<file path="src/dtc_defs.svh">
`ifndef DTC_DEFS_SVH
`define DTC_DEFS_SVH

// Address layout of the register port
`define DTC_SPACE_BIT       7
`define DTC_AB_BIT          6
`define DTC_RSEL_HI         5
`define DTC_RSEL_LO         4
`define DTC_RSEL_CTRL       2'h0
`define DTC_RSEL_DATA       2'h3
`define DTC_CTRL_CHAN       4'hc

// Local registers
`define DTC_ADDR_STATUS     8'h80
`define DTC_ADDR_MASK       8'h81
`define DTC_ADDR_CMD        8'h82
`define DTC_ADDR_STATE      8'h83

// Control register bit positions
`define DTC_CR_TOG1_14B     3
`define DTC_CR_TOG0_14B     2
`define DTC_CR_TOG1_12B     1
`define DTC_CR_TOG0_12B     0
`define DTC_CR_THERM_14B    8
`define DTC_CR_THERM_12B    6

// Command register bit positions
`define DTC_CMD_SOFT_PU     0

// Status and mask bit positions
`define DTC_EV_W            3
`define DTC_EV_SHUTDOWN     0
`define DTC_EV_LOAD         1
`define DTC_EV_BDROP        2

// Reset values
`define DTC_CTRL_RST        16'h0000
`define DTC_MASK_RST        3'h0
`define DTC_STATUS_RST      3'h0
`define DTC_SYNC_IDLE_RST   2'h3
`define DTC_SYNC_LOW_RST    2'h0

`endif

</file>
<file path="src/dtc_pkg.sv">
package dtc_pkg;

    typedef logic [13:0]       dtc_word_t;
    typedef logic [15:0][13:0] dtc_bank_t;

    // One register port request
    typedef struct packed {
        logic        wr;
        logic        rd;
        logic [7:0]  addr;
        logic [15:0] wdata;
    } dtc_req_t;

    // State of the top module except the reset synchroniser
    typedef struct packed {
        logic [1:0]  ld_sync;
        logic        ld_prev;
        logic [1:0]  ot_sync;
        logic [15:0] ctrl;
        dtc_bank_t   a;
        dtc_bank_t   b;
        dtc_bank_t   dac;
        logic        shutdown;
        logic        amp_en;
        logic [2:0]  status;
        logic [2:0]  mask;
        logic        irq;
        logic [15:0] rdata;
    } dtc_state_t;

    // Whole state of one toggle group
    typedef struct packed {
        logic phase;
    } dtc_grp_state_t;

endpackage : dtc_pkg

</file>
<file path="src/dtc_top.sv">
`timescale 1ns/1ps
`include "dtc_defs.svh"

module dtc_top
    import dtc_pkg::*;
#(
    parameter bit VARIANT_12B = 1'b0
)
(
    // Clock and reset
    input  wire logic      i_clock,
    input  wire logic      i_resetn,
    // Register port
    input  wire dtc_req_t  i_req,
    output logic [15:0]    o_rdata,
    // Pins
    input  wire logic      i_load_strobe_n,
    input  wire logic      i_over_temp,
    // Converter side
    output dtc_bank_t      o_dac,
    output logic           o_amp_en,
    // Interrupt
    output logic           o_irq
);

    logic [1:0]  rst_sync_r;
    logic        rst_n;
    dtc_state_t  s_r;
    dtc_state_t  s_nxt;
    logic [1:0]  rsel;
    logic [3:0]  wr_ch;
    logic        is_serial;
    logic        ctrl_hit;
    logic        data_hit;
    logic        to_b;
    logic        ld_fall;
    logic        ot;
    logic [1:0]  grp_en;
    logic [1:0]  sel_b;
    logic        mon_en;
    logic        soft_pu;
    logic        b_drop;
    logic [2:0]  ev;

    // Reset release through two flops
    always_ff @(posedge i_clock or negedge i_resetn)
    begin
        if (!i_resetn)
            rst_sync_r <= 2'h0;
        else
            rst_sync_r <= {rst_sync_r[0], 1'b1};
    end

    assign rst_n = rst_sync_r[1];

    // Request decode
    assign rsel      = i_req.addr[`DTC_RSEL_HI:`DTC_RSEL_LO];
    assign wr_ch     = i_req.addr[3:0];
    assign is_serial = ~i_req.addr[`DTC_SPACE_BIT];
    assign to_b      = i_req.addr[`DTC_AB_BIT];
    assign ctrl_hit  = is_serial && rsel == `DTC_RSEL_CTRL && wr_ch == `DTC_CTRL_CHAN;
    assign data_hit  = is_serial && rsel == `DTC_RSEL_DATA;

    // Enables per variant
    assign grp_en = VARIANT_12B ?
                    {s_r.ctrl[`DTC_CR_TOG1_12B], s_r.ctrl[`DTC_CR_TOG0_12B]} :
                    {s_r.ctrl[`DTC_CR_TOG1_14B], s_r.ctrl[`DTC_CR_TOG0_14B]};
    assign mon_en = VARIANT_12B ? s_r.ctrl[`DTC_CR_THERM_12B] :
                                  s_r.ctrl[`DTC_CR_THERM_14B];

    // Falling edge of the synchronised load strobe; rate is the host's
    assign ld_fall = s_r.ld_prev & ~s_r.ld_sync[1];
    assign ot      = s_r.ot_sync[1];
    assign soft_pu = i_req.wr && i_req.addr == `DTC_ADDR_CMD &&
                     i_req.wdata[`DTC_CMD_SOFT_PU];
    assign b_drop  = i_req.wr && data_hit && to_b && !grp_en[wr_ch[3]];

    // One alternation tracker per group of eight
    for (genvar g = 0; g < 2; g++)
    begin : g_grp
        dtc_toggle_grp u_grp (
            .i_clock  (i_clock),
            .i_rst_n  (rst_n),
            .i_en     (grp_en[g]),
            .i_strobe (ld_fall),
            .o_sel_b  (sel_b[g])
        );
    end

    always_comb
    begin
        logic [15:0] rd_val;
        rd_val = 16'h0000;
        s_nxt  = s_r;
        ev     = 3'h0;

        s_nxt.ld_sync = {s_r.ld_sync[0], i_load_strobe_n};
        s_nxt.ld_prev = s_r.ld_sync[1];
        s_nxt.ot_sync = {s_r.ot_sync[0], i_over_temp};

        // Writes
        if (i_req.wr)
        begin
            if (ctrl_hit)
                s_nxt.ctrl = i_req.wdata;
            if (data_hit && !to_b)
                s_nxt.a[wr_ch] = i_req.wdata[13:0];
            if (data_hit && to_b && grp_en[wr_ch[3]])
                s_nxt.b[wr_ch] = i_req.wdata[13:0];
            if (i_req.addr == `DTC_ADDR_MASK)
                s_nxt.mask = i_req.wdata[2:0];
        end

        // Load strobe moves A or B into every DAC register
        if (ld_fall)
        begin
            for (int i = 0; i < 16; i++)
                s_nxt.dac[i] = sel_b[i / 8] ? s_r.b[i] : s_r.a[i];
        end

        // Thermal shutdown latch
        if (!mon_en)
            s_nxt.shutdown = 1'b0;
        else if (ot)
            s_nxt.shutdown = 1'b1;
        else if (soft_pu)
            s_nxt.shutdown = 1'b0;
        s_nxt.amp_en = ~s_nxt.shutdown;

        // Sticky events, set wins over write-one-to-clear
        ev[`DTC_EV_SHUTDOWN] = s_nxt.shutdown & ~s_r.shutdown;
        ev[`DTC_EV_LOAD]     = ld_fall;
        ev[`DTC_EV_BDROP]    = b_drop;
        s_nxt.status = s_r.status;
        if (i_req.wr && i_req.addr == `DTC_ADDR_STATUS)
            s_nxt.status = s_r.status & ~i_req.wdata[2:0];
        s_nxt.status = s_nxt.status | ev;
        s_nxt.irq    = |(s_nxt.status & s_nxt.mask);

        // Reads
        if (ctrl_hit)
            rd_val = s_r.ctrl;
        else if (data_hit)
            rd_val = {2'h0, to_b ? s_r.b[wr_ch] : s_r.a[wr_ch]};
        else if (i_req.addr == `DTC_ADDR_STATUS)
            rd_val = {13'h0000, s_r.status};
        else if (i_req.addr == `DTC_ADDR_MASK)
            rd_val = {13'h0000, s_r.mask};
        else if (i_req.addr == `DTC_ADDR_STATE)
            rd_val = {11'h000, s_r.amp_en, s_r.shutdown, ot, sel_b};
        s_nxt.rdata = i_req.rd ? rd_val : 16'h0000;
    end

    always_ff @(posedge i_clock or negedge rst_n)
    begin
        if (!rst_n)
        begin
            s_r          <= '0;
            s_r.ld_sync  <= `DTC_SYNC_IDLE_RST;
            s_r.ld_prev  <= 1'b1;
            s_r.ot_sync  <= `DTC_SYNC_LOW_RST;
            s_r.ctrl     <= `DTC_CTRL_RST;
            s_r.amp_en   <= 1'b1;
            s_r.status   <= `DTC_STATUS_RST;
            s_r.mask     <= `DTC_MASK_RST;
        end
        else
        begin
            s_r <= s_nxt;
        end
    end

    assign o_rdata  = s_r.rdata;
    assign o_dac    = s_r.dac;
    assign o_amp_en = s_r.amp_en;
    assign o_irq    = s_r.irq;
endmodule : dtc_top

</file>
<file path="src/dtc_toggle_grp.sv">
`timescale 1ns/1ps

module dtc_toggle_grp
    import dtc_pkg::*;
(
    // Clock and reset
    input  wire logic i_clock,
    input  wire logic i_rst_n,
    // Control
    input  wire logic i_en,
    input  wire logic i_strobe,
    // Source select
    output logic      o_sel_b
);

    dtc_grp_state_t s_r;
    dtc_grp_state_t s_nxt;

    always_comb
    begin
        s_nxt = s_r;
        if (!i_en)
            s_nxt.phase = 1'b0;
        else if (i_strobe)
            s_nxt.phase = ~s_r.phase;
    end

    always_ff @(posedge i_clock or negedge i_rst_n)
    begin
        if (!i_rst_n)
            s_r <= '0;
        else
            s_r <= s_nxt;
    end

    // Phase is zero whenever the group was off, so a fresh enable starts on A
    assign o_sel_b = i_en & s_r.phase;

endmodule : dtc_toggle_grp

</file>
<file path="config.mk">
export PLATFORM = sky130hd
export DESIGN_NAME = dtc_top
export DESIGN_NICKNAME = d
export VERILOG_FILES = /design/src/dtc_pkg.sv /design/src/dtc_top.sv /design/src/dtc_toggle_grp.sv
export VERILOG_INCLUDE_DIRS = /design/src
export SDC_FILE = /design/constraint.sdc
export NUM_CORES = 1
export LEC_CHECK = 0
export ABC_AREA = 1
export BUFFER_PORTS_ARGS = -buffer_cell sky130_fd_sc_hd__buf_2
export CORE_MARGIN = 5
export CORE_UTILIZATION = 45
export CTS_CLUSTER_SIZE = 12
export DETAILED_ROUTE_END_ITERATION = 8
export PLACE_DENSITY = 0.65
export SKIP_LAST_GASP = 1
export SLEW_MARGIN = 20
export SYNTH_ARGS = -nofsm -noshare
export SYNTH_HDL_FRONTEND = slang
export SYNTH_SLANG_ARGS = --single-unit
</file>
<file path="constraint.sdc">
create_clock -name i_clock -period 20.6 [get_ports i_clock]
set_input_delay 3.09 -clock i_clock [delete_from_list [all_inputs] [get_ports i_clock]]
set_output_delay 3.09 -clock i_clock [all_outputs]
set_load 0.02 [all_outputs]
</file>
* Word-level counts from Yosys, hierarchy flattened
Cells that the tools add are included.
** Storage, ports and cells
- Bits in latches :: 0
- Output and inout bits :: 242
- Bits in writable memories :: 0
- ROM bits :: 0
- Word-level logic and storage cells :: 149
- Memories :: 0
- Bits in registers :: 722
- Bits of input ports :: 30
** Cells by class
- Add/subtract/negate cells :: 0
- Bitwise logic cells :: 14
- Equal/unequal tests :: 8
- Divide/modulo/power cells :: 0
- Reductions and logical operators :: 20
- $mul :: 0
- Order comparisons :: 3
- Muxes and demuxes :: 43
- Shift operators :: 0
** Operators by type and width (count)
- bitwise mux 224 bit :: 2
- 2-to-1 mux 14 bit :: 21
- binary-select mux 14 bit (select 4 bit) :: 2
- demux 14 bit (select 4 bit) :: 1
- == test 8 bit (second input constant) :: 4
- 2-to-1 mux 16 bit :: 2
- 2-to-1 mux 5 bit :: 3
- logical AND 1 bit :: 13
- 2-to-1 mux 1 bit :: 9
- 2-to-1 mux 3 bit :: 3
- AND 3 bit :: 2
- inverter 1 bit :: 6
- AND reduction 2 bit :: 3
- less-than comparator 4 x 5 -> 1 bit (second input constant) :: 1
- AND 1 bit :: 4
- == test 4 bit (second input constant) :: 1
- greater-or-equal comparator 4 x 1 -> 1 bit (second input constant) :: 1
- != test 2 x 1 -> 1 bit (second input constant) :: 2
- inverter 3 bit :: 1
- OR 3 bit :: 1
- OR reduction 3 bit :: 1
- == test 2 bit (second input constant) :: 1
- logical NOT 1 bit :: 2
- logical NOT 2 bit :: 1
- less-than comparator 1 x 2 -> 1 bit (second input constant) :: 1

* Depth between registers and ports, before layout
Gate-level depths: netlist of run 1.
- Word-level depth :: 10
- Gate-level depth with buffers :: 13

* Hierarchy
A second synthesis of run 1 with hierarchy kept.
** Unflattened totals
- Cell total of the unflattened synthesis :: 4385
- Area total of the unflattened synthesis :: 34394.2 sq um
** Modules (own cells, without submodules)
- dtc_top :: area an instance 34299.1 sq um, instances 1, cells each 4371
- dtc_toggle_grp :: area an instance 47.5 sq um, instances 2, cells each 7

* Least setup slack after synthesis of run 1
Ideal clock, no wire load.
- Kind :: input port to flip-flop
- From :: input port i_req[23] (netlist bit)
- To :: register s_r[330] (netlist bit)
- Arrival :: 4.313 ns
- Setup time :: 0.128 ns
- Slack :: 16.159 ns
- Cell stages on the path :: 10
- Buffers on the path :: 2
- Data required time :: 20.472 ns
- Cells stage by stage :: inv_2 > nand3_4 > nor2_4 > nand2_4 > a21oi_4 > buf_12 > nand2_4 > buf_6 > nand2_1 > o21ai_2
** Between the ends
- Word-level cells in the longest chain between the ends :: 5
** Ends and longest elaborated chain
- start: declaration :: line dtc_top.sv:14 : input wire dtc_req_t i_req,
- inverter 1 bit :: line dtc_top.sv:59 : assign is_serial = ~i_req.addr[`DTC_SPACE_BIT];
- logical AND 1 bit (no line)
- logical AND 1 bit (2 in series) :: line dtc_top.sv:108 : if (data_hit && to_b && grp_en[wr_ch[3]])
- AND reduction 2 bit (no line)
- end signal: assignment :: line dtc_top.sv:169 : s_r <= s_nxt;
- end: declaration :: line dtc_top.sv:28 : dtc_state_t s_r;
Every way passes these cells.
A chain may end at the register's enable or synchronous reset.

* Final worst setup path of run 1
- From :: input port i_req[17] (netlist bit)
- To :: register s_r[712] (netlist bit)
** Between the ends
- Word-level cells in the longest chain between the ends :: 3
** Ends and longest elaborated chain
- == test 4 bit (no line)
- logical AND 1 bit (no line)
- AND reduction 2 bit (no line)
Every way passes these cells.

==> results of run 1 <==
==> sequential cells by signal, summed over array words and instances (netlist names) <==
register,count
g_grp.u_grp.s_r,2
s_r,469
grp_en,2
mon_en,1
o_irq,1
rst_sync_r,2
o_rdata,16
s_nxt,3
o_dac,224
o_amp_en,1
ot,1
==> power breakdown <==
part / internal, uW / switching (uW) / leakage, uW
clock network: 824 / 593 / 0.00125
registers: 1470 / 53.1 / 0.00996
logic: 65.4 / 210 / 0.00753
==> final cells by class <==
cell class / instances / area (sq um)
inverter: 48 / 190
sequential: 722 / 18100
multi-input combinational: 2963 / 13100
tap: 1030 / 1290
clock buffer: 125 / 2400
clock inverter: 13 / 153
timing repair buffer: 317 / 1760
fill: 7410 / 39000
antenna: 1 / 2.50
==> metal layers <==
metal	wire length (um)	track usage [%]
met1	51400	41.3
met2	53500	43.7
met3	12600	7.26
met4	4960	10.3
met5	26	0
==> critical path, cell delays in order <==
cell	delay, ns
buf_4	0.31
inv_4	0.48
buf_4	0.58
nand2_1	0.21
nor2_4	0.19
nand4_1	0.23
inv_1	0.16
nand2_1	0.54
mux2_2	0.49
==> metrics by stage <==
stage          utilization (%)  total power (uW)  hold slack, ns  setup WS (ns)  cell area [sq um]
2_1_floorplan                -              1730           0.331           8.87              34500
4_1_cts                   48.6              3230           0.354          14.82              36900
6_report                  48.6              3220           0.351          14.70              36900
3_5_place_dp              45.2              1820           0.339          14.18              34300
5_1_grt                   48.6              3320           0.364          14.50              36900
3_3_place_gp              45.2              1820           0.334          14.27              34300
==> kinds of logic after synthesis <==
kind of cell / share of synthesized area, %
other cells: 0.0109
mux: 0.0326
simple gates: 22.8
compound gates: 14.9
buf+inv: 9.87
flops: 52.4
==> Yosys cell counts, drive strengths merged <==
cell type,number
nand3b,1
nand3,98
mux2,1
dfstp,4
dfrtp,718
a21oi,8
nand2,1374
nor2,442
buf,334
conb,1
o21ai,992
nor3,3
inv,48
nand4,43
clkbuf,198
==> how the worst max path moves through the flow <==
| stage | slack (ns) | end | depth (start not counted) | start |
|---|---|---|---|---|
| finish | 14.70 | s_r[712] | 9 | i_req[17] |
| global route | 14.50 | s_r[712] | 9 | i_req[17] |
| CTS | 14.82 | s_r[712] | 9 | i_req[17] |
| detailed placement | 14.18 | s_r[712] | 9 | i_req[17] |
| global placement | 14.27 | s_r[712] | 9 | i_req[17] |
| floorplan | 8.87 | g_grp[0].u_grp.s_r | 0 | rst_sync_r[1] |
==> summary.txt, run 1 <==
status = finished, final reports clean
first-pass GRT wire length = 183,000 um
# setup viols final = 0
Critical R2R Capture = o_rdata[1]
syn avg cell area = 8.09 sq um
Max Freq = 169 MHz
Die H = 287 um
most common cell after layout, fill and taps aside = nand2_1
CTS tree = yes
number of top-level pins = 272
final wirelength = 123,000 um
CTS resizes = 0
hold_buf cts = 0
FF+latch count, synth = 722
Core ar. = 75,900 sq um
CP required = 21.09 ns
# port buffers = 271
GR Overflow Total = 0
area leader, netlist = dfrtp_1
row cnt = 101
Synth top area share = 52.1%
Period minus WS final = 5.90 ns
Post-Syn Area = 34,500 sq um
vias in the first global route = 27.7k
Warnings, synthesis = 0
startpoint class of the critical path = input pin
Max-Cap Viols = 0
Starting Density = 45.4%
Synth cell types = 32
drt initial violations = 3,743
Total GRT Usage = 29.1%
hold depth = 0
power per cell area = 87.1 nW/um^2
Worst-Margin Slew = 1.12 ns
top post-synthesis cells by area = dfrtp_1 52%, nand2_1 15%, o21ai_0 12%
drc violations = 0
initial antenna violation count = 2
endpoints failing hold = 0
Rel. slew slack = 25.0%
Setup Crit Path Kind = in -> reg
clock buffer depth = 3
H-Tree Depth = 3
flop2flop setup slack = 17.09 ns
syn nets = 4,295
number of cells after detailed placement = 5,079
# nets final = 4,161
post-DR vias/cell = 5.65
Final Cycle Share = 28.7%
Die Wd = 287 um
CTS root buf = clkbuf_16
postcts setup bufs = 0
Min-Delay Path Class = reg -> reg
Worst Skew = 0.0404 ns
DIE AREA = 82,300 sq um
1st-pass router iterations = 9
Placer Congestion = 0.933
TritonCTS Buffers = 79
Setup TNS Final = 0 ns
Syn Inst Count = 4,265
via count = 29.5k
RSZ-0062 raised after global routing = no
Crit. End Element = flop
reg2reg start = grp_en[1]
# clock sinks = 722
Worst R2R Path Depth = 9
layout cell share with drive strength beyond 1 = 12.5%
CP Max Fanout = 59
maximum vdd ir drop = 0.0565 mV
Area Overhead vs Synth = 7.04%
Final Non-Filler Cells = 5,219
WL/cell = 23.5 um
sequential-to-total area share from yosys stat = 52.4%
Antenna Nets Post-Route = 0
Hold EP = ot
LEAKAGE = 0.0187 uW
Slew Viols, Final = 0
Skew-Pair Late Insertion Delay = 0.64 ns
DP Wirelength = 79,300 um
pin count of the biggest net entering global routing = 177
most frequent cells in the layout = 1,338 x nand2_1, 827 x o21ai_0, 717 x dfrtp_1
Arr. time, crit path = 6.40 ns
clock slew at reported path FFs = 0.06 ns
hold path start = s_nxt[714]
No activity file was read; power rests on OpenSTA's default activity.
==> inputs of run 2 (changes only) <==
--- a/config.mk
+++ b/config.mk
@@ -6,7 +6,7 @@
 export SDC_FILE = /design/constraint.sdc
 export NUM_CORES = 1
 export LEC_CHECK = 0
-export ABC_AREA = 1
+export ABC_AREA = 0
 export BUFFER_PORTS_ARGS = -buffer_cell sky130_fd_sc_hd__buf_2
 export CORE_MARGIN = 5
 export CORE_UTILIZATION = 45
==> constraint.sdc (replaced) <==
create_clock -name i_clock -period 5.3 [get_ports i_clock]
set_input_delay 0.795 -clock i_clock [delete_from_list [all_inputs] [get_ports i_clock]]
set_output_delay 0.795 -clock i_clock [all_outputs]
set_load 0.02 [all_outputs]
==> run 2 against run 1 <==
Effect of this change: sequential power rose to 3.8 times the previous value; count of clock-buffer cells in the layout fell by 5; largest cell class unchanged; critical path depth decreased by 3; hold slack got worse by 0.079 ns.
==> summary.txt, run 2 <==
status = finished, final reports clean
Worst-Margin Slew = 1.13 ns
CP Launch Point = i_req[16]
Setup Crit Path Kind = in -> reg
pin count of the biggest net entering global routing = 171
clock slew at reported path FFs = 0.06 ns
vias in the first global route = 22.3k
ys flop type = dfrtp_1
syn avg cell area = 12.7 sq um
startpoint class of the critical path = input pin
hold path start = i_load_strobe_n
most frequent cells in the layout = 717 x dfrtp_1, 423 x mux2_2, 352 x nand2_1
first-pass GRT wire length = 155,000 um
most used cell, CP = o311ai_0
DIE AREA = 82,500 sq um
layout cell share with drive strength beyond 1 = 36.7%
Synth top area share = 51.9%
Top Family by Delay on Critical Path = compound AO/OA/AOI/OAI gates
syn nets = 2,757
Final Cycle Share = 65.6%
Core ar. = 76,100 sq um
sequential-to-total area share from yosys stat = 52.3%
H-Tree Depth = 3
async set-reset flop share out of synthesis = 100%
Post-DP Area = 34,700 sq um
# clock sinks = 722
Synth cell types = 57
synth cell count leaders = 718 x dfrtp_1, 423 x mux2_2, 354 x nand2_1, 286 x o21ai_0, 258 x buf_4
GR Overflow Total = 0
Rel. slew slack = 24.9%
Worst Skew = 0.0313 ns
Max-Cap Viols = 0
pre-CTS WS = 1.25 ns
Post-Syn Area = 34,600 sq um
Placer Congestion = 0.993
# port buffers = 271
CP max-delay cell = o311ai_0
flop2flop setup slack = 2.58 ns
CP required = 5.82 ns
Die H = 287 um
RSZ-0062 raised after global routing = no
1st-pass router iterations = 5
post-DR vias/cell = 5.74
Critical R2R Capture = o_dac[97]
Min-Delay Path Class = in -> reg
maximum vdd ir drop = 0.218 mV
Die Wd = 287 um
Starting Density = 45.5%
total stage count of the critical path = 6
Final Power = 12,100 uW
Skew-Pair Late Insertion Delay = 0.64 ns
Syn Inst Count = 2,727
top post-synthesis cells by area = dfrtp_1 52%, mux2_2 14%, mux4_2 7.7%
# nets final = 2,695
number of synthesized flops with an enable pin = 0
Period minus WS final = 3.48 ns
Setup TNS Final = 0 ns
row cnt = 101
CTS resizes = 0
Slew Viols, Final = 0
Warnings, synthesis = 0
drc violations = 0
Area Overhead vs Synth = 7.81%
Total GRT Usage = 25.2%
WL/cell = 27.8 um
endpoints failing hold = 0
top-count cell post-synth = dfrtp_1
final setup margin = 1.82 ns
Most flops, register = s_r
fin area = 37,300 sq um
initial antenna violation count = 14
max reg flops = 469
clock buffer depth = 3
TritonCTS Buffers = 80
Critical Path Max Stage Delay = 0.83 ns
Max Freq = 288 MHz
Arr. time, crit path = 4.00 ns
CTS root buf = clkbuf_16
reg2reg start = grp_en[0]
power per cell area = 325 nW/um^2
number of top-level pins = 272
area leader, netlist = dfrtp_1
LEAKAGE = 0.0194 uW
via count = 21.6k
worst-path cell chain = buf_6 -> buf_4 -> mux2_2 -> o311ai_0 -> o311ai_0 -> a32o_1
CTS tree = yes
crit path to = o_rdata[3]
Buf/Inv on CP = 2
FF+latch count, synth = 722
drt initial violations = 2,016
CP Max Fanout = 60
final wirelength = 105,000 um
DP Wirelength = 73,200 um
Antenna Nets Post-Route = 0
Crit. End Element = flop
most common cell after layout, fill and taps aside = dfrtp_1
# setup viols final = 0
Worst R2R Path Depth = 4
## run 2: cells by family after synthesis
logic type,count (synthesis),share of synthesized area [%]
AO/OA/AOI/OAI,326,5.02
other,1,0.0108
flip-flops,722,52.3
buffers and inverters,452,8.29
XOR/XNOR,2,0.0507
multiplexers,782,28.5
AND/OR/NAND/NOR,442,5.91
## run 2: worst register-to-register path: stages (launching register included)
cell and delay (ns):
dfrtp_1 0.47, nand2_4 0.84, buf_12 0.46, mux2i_1 0.62
o21ai_0 0.15
## run 2: layout make-up
| cell class | count | area, sq um |
|---|---|---|
| Fill cell | 6752 | 38800 |
| Tap cell | 1030 | 1290 |
| Timing Repair Buffer | 294 | 1630 |
| Antenna cell | 8 | 20.0 |
| Inverter | 14 | 52.6 |
| Clock buffer | 120 | 2330 |
| Clock inverter | 22 | 214 |
| Sequential cell | 722 | 18100 |
| Multi-Input combinational cell | 1553 | 13700 |
## run 2: through the flow
| step | utilization, % | std cells | hold WS, ns |
|---|---|---|---|
| final | 49.0 | 3763 | 0.272 |
| after global routing | 49.0 | 3755 | 0.258 |
| after CTS | 49.0 | 3755 | 0.242 |
| after detailed placement | 45.6 | 3612 | 0.337 |
| after global placement | 45.6 | 3612 | 0.336 |
| after floorplan | - | 2727 | 0.331 |
## run 2: where the power goes
group / internal (uW) / switching (uW) / leakage, uW
Sequential: 5680 / 130 / 0.00998
Clock: 3190 / 2270 / 0.00126
Combinational: 270 / 584 / 0.00820
## run 2: timing repair
| action | CTS | global route |
|---|---|---|
| setup buffers | 0 | 0 |
| hold buffers | 1 | 0 |
| hold endpoints to repair | 2 | 0 |
## run 2: worst min path at each step
| stage | to | slack [ns] | cells after the start |
|---|---|---|---|
| after global routing | s_nxt[717] | 0.26 | 1 |
| after global placement | rst_sync_r[1] | 0.34 | 0 |
| final | s_nxt[717] | 0.27 | 1 |
| after floorplan | ot | 0.33 | 0 |
| after detailed placement | rst_sync_r[1] | 0.34 | 0 |
| after CTS | s_nxt[717] | 0.24 | 1 |
## run 2: routing by layer
metal  routed length [um]  vias up  GRT usage [%]
met5                   54        -              0
met4                 5330        8           11.4
met3                 8030      210           6.02
met2                49100      822           39.8
met1                42300    11300           33.3
li1                     -     9282              -
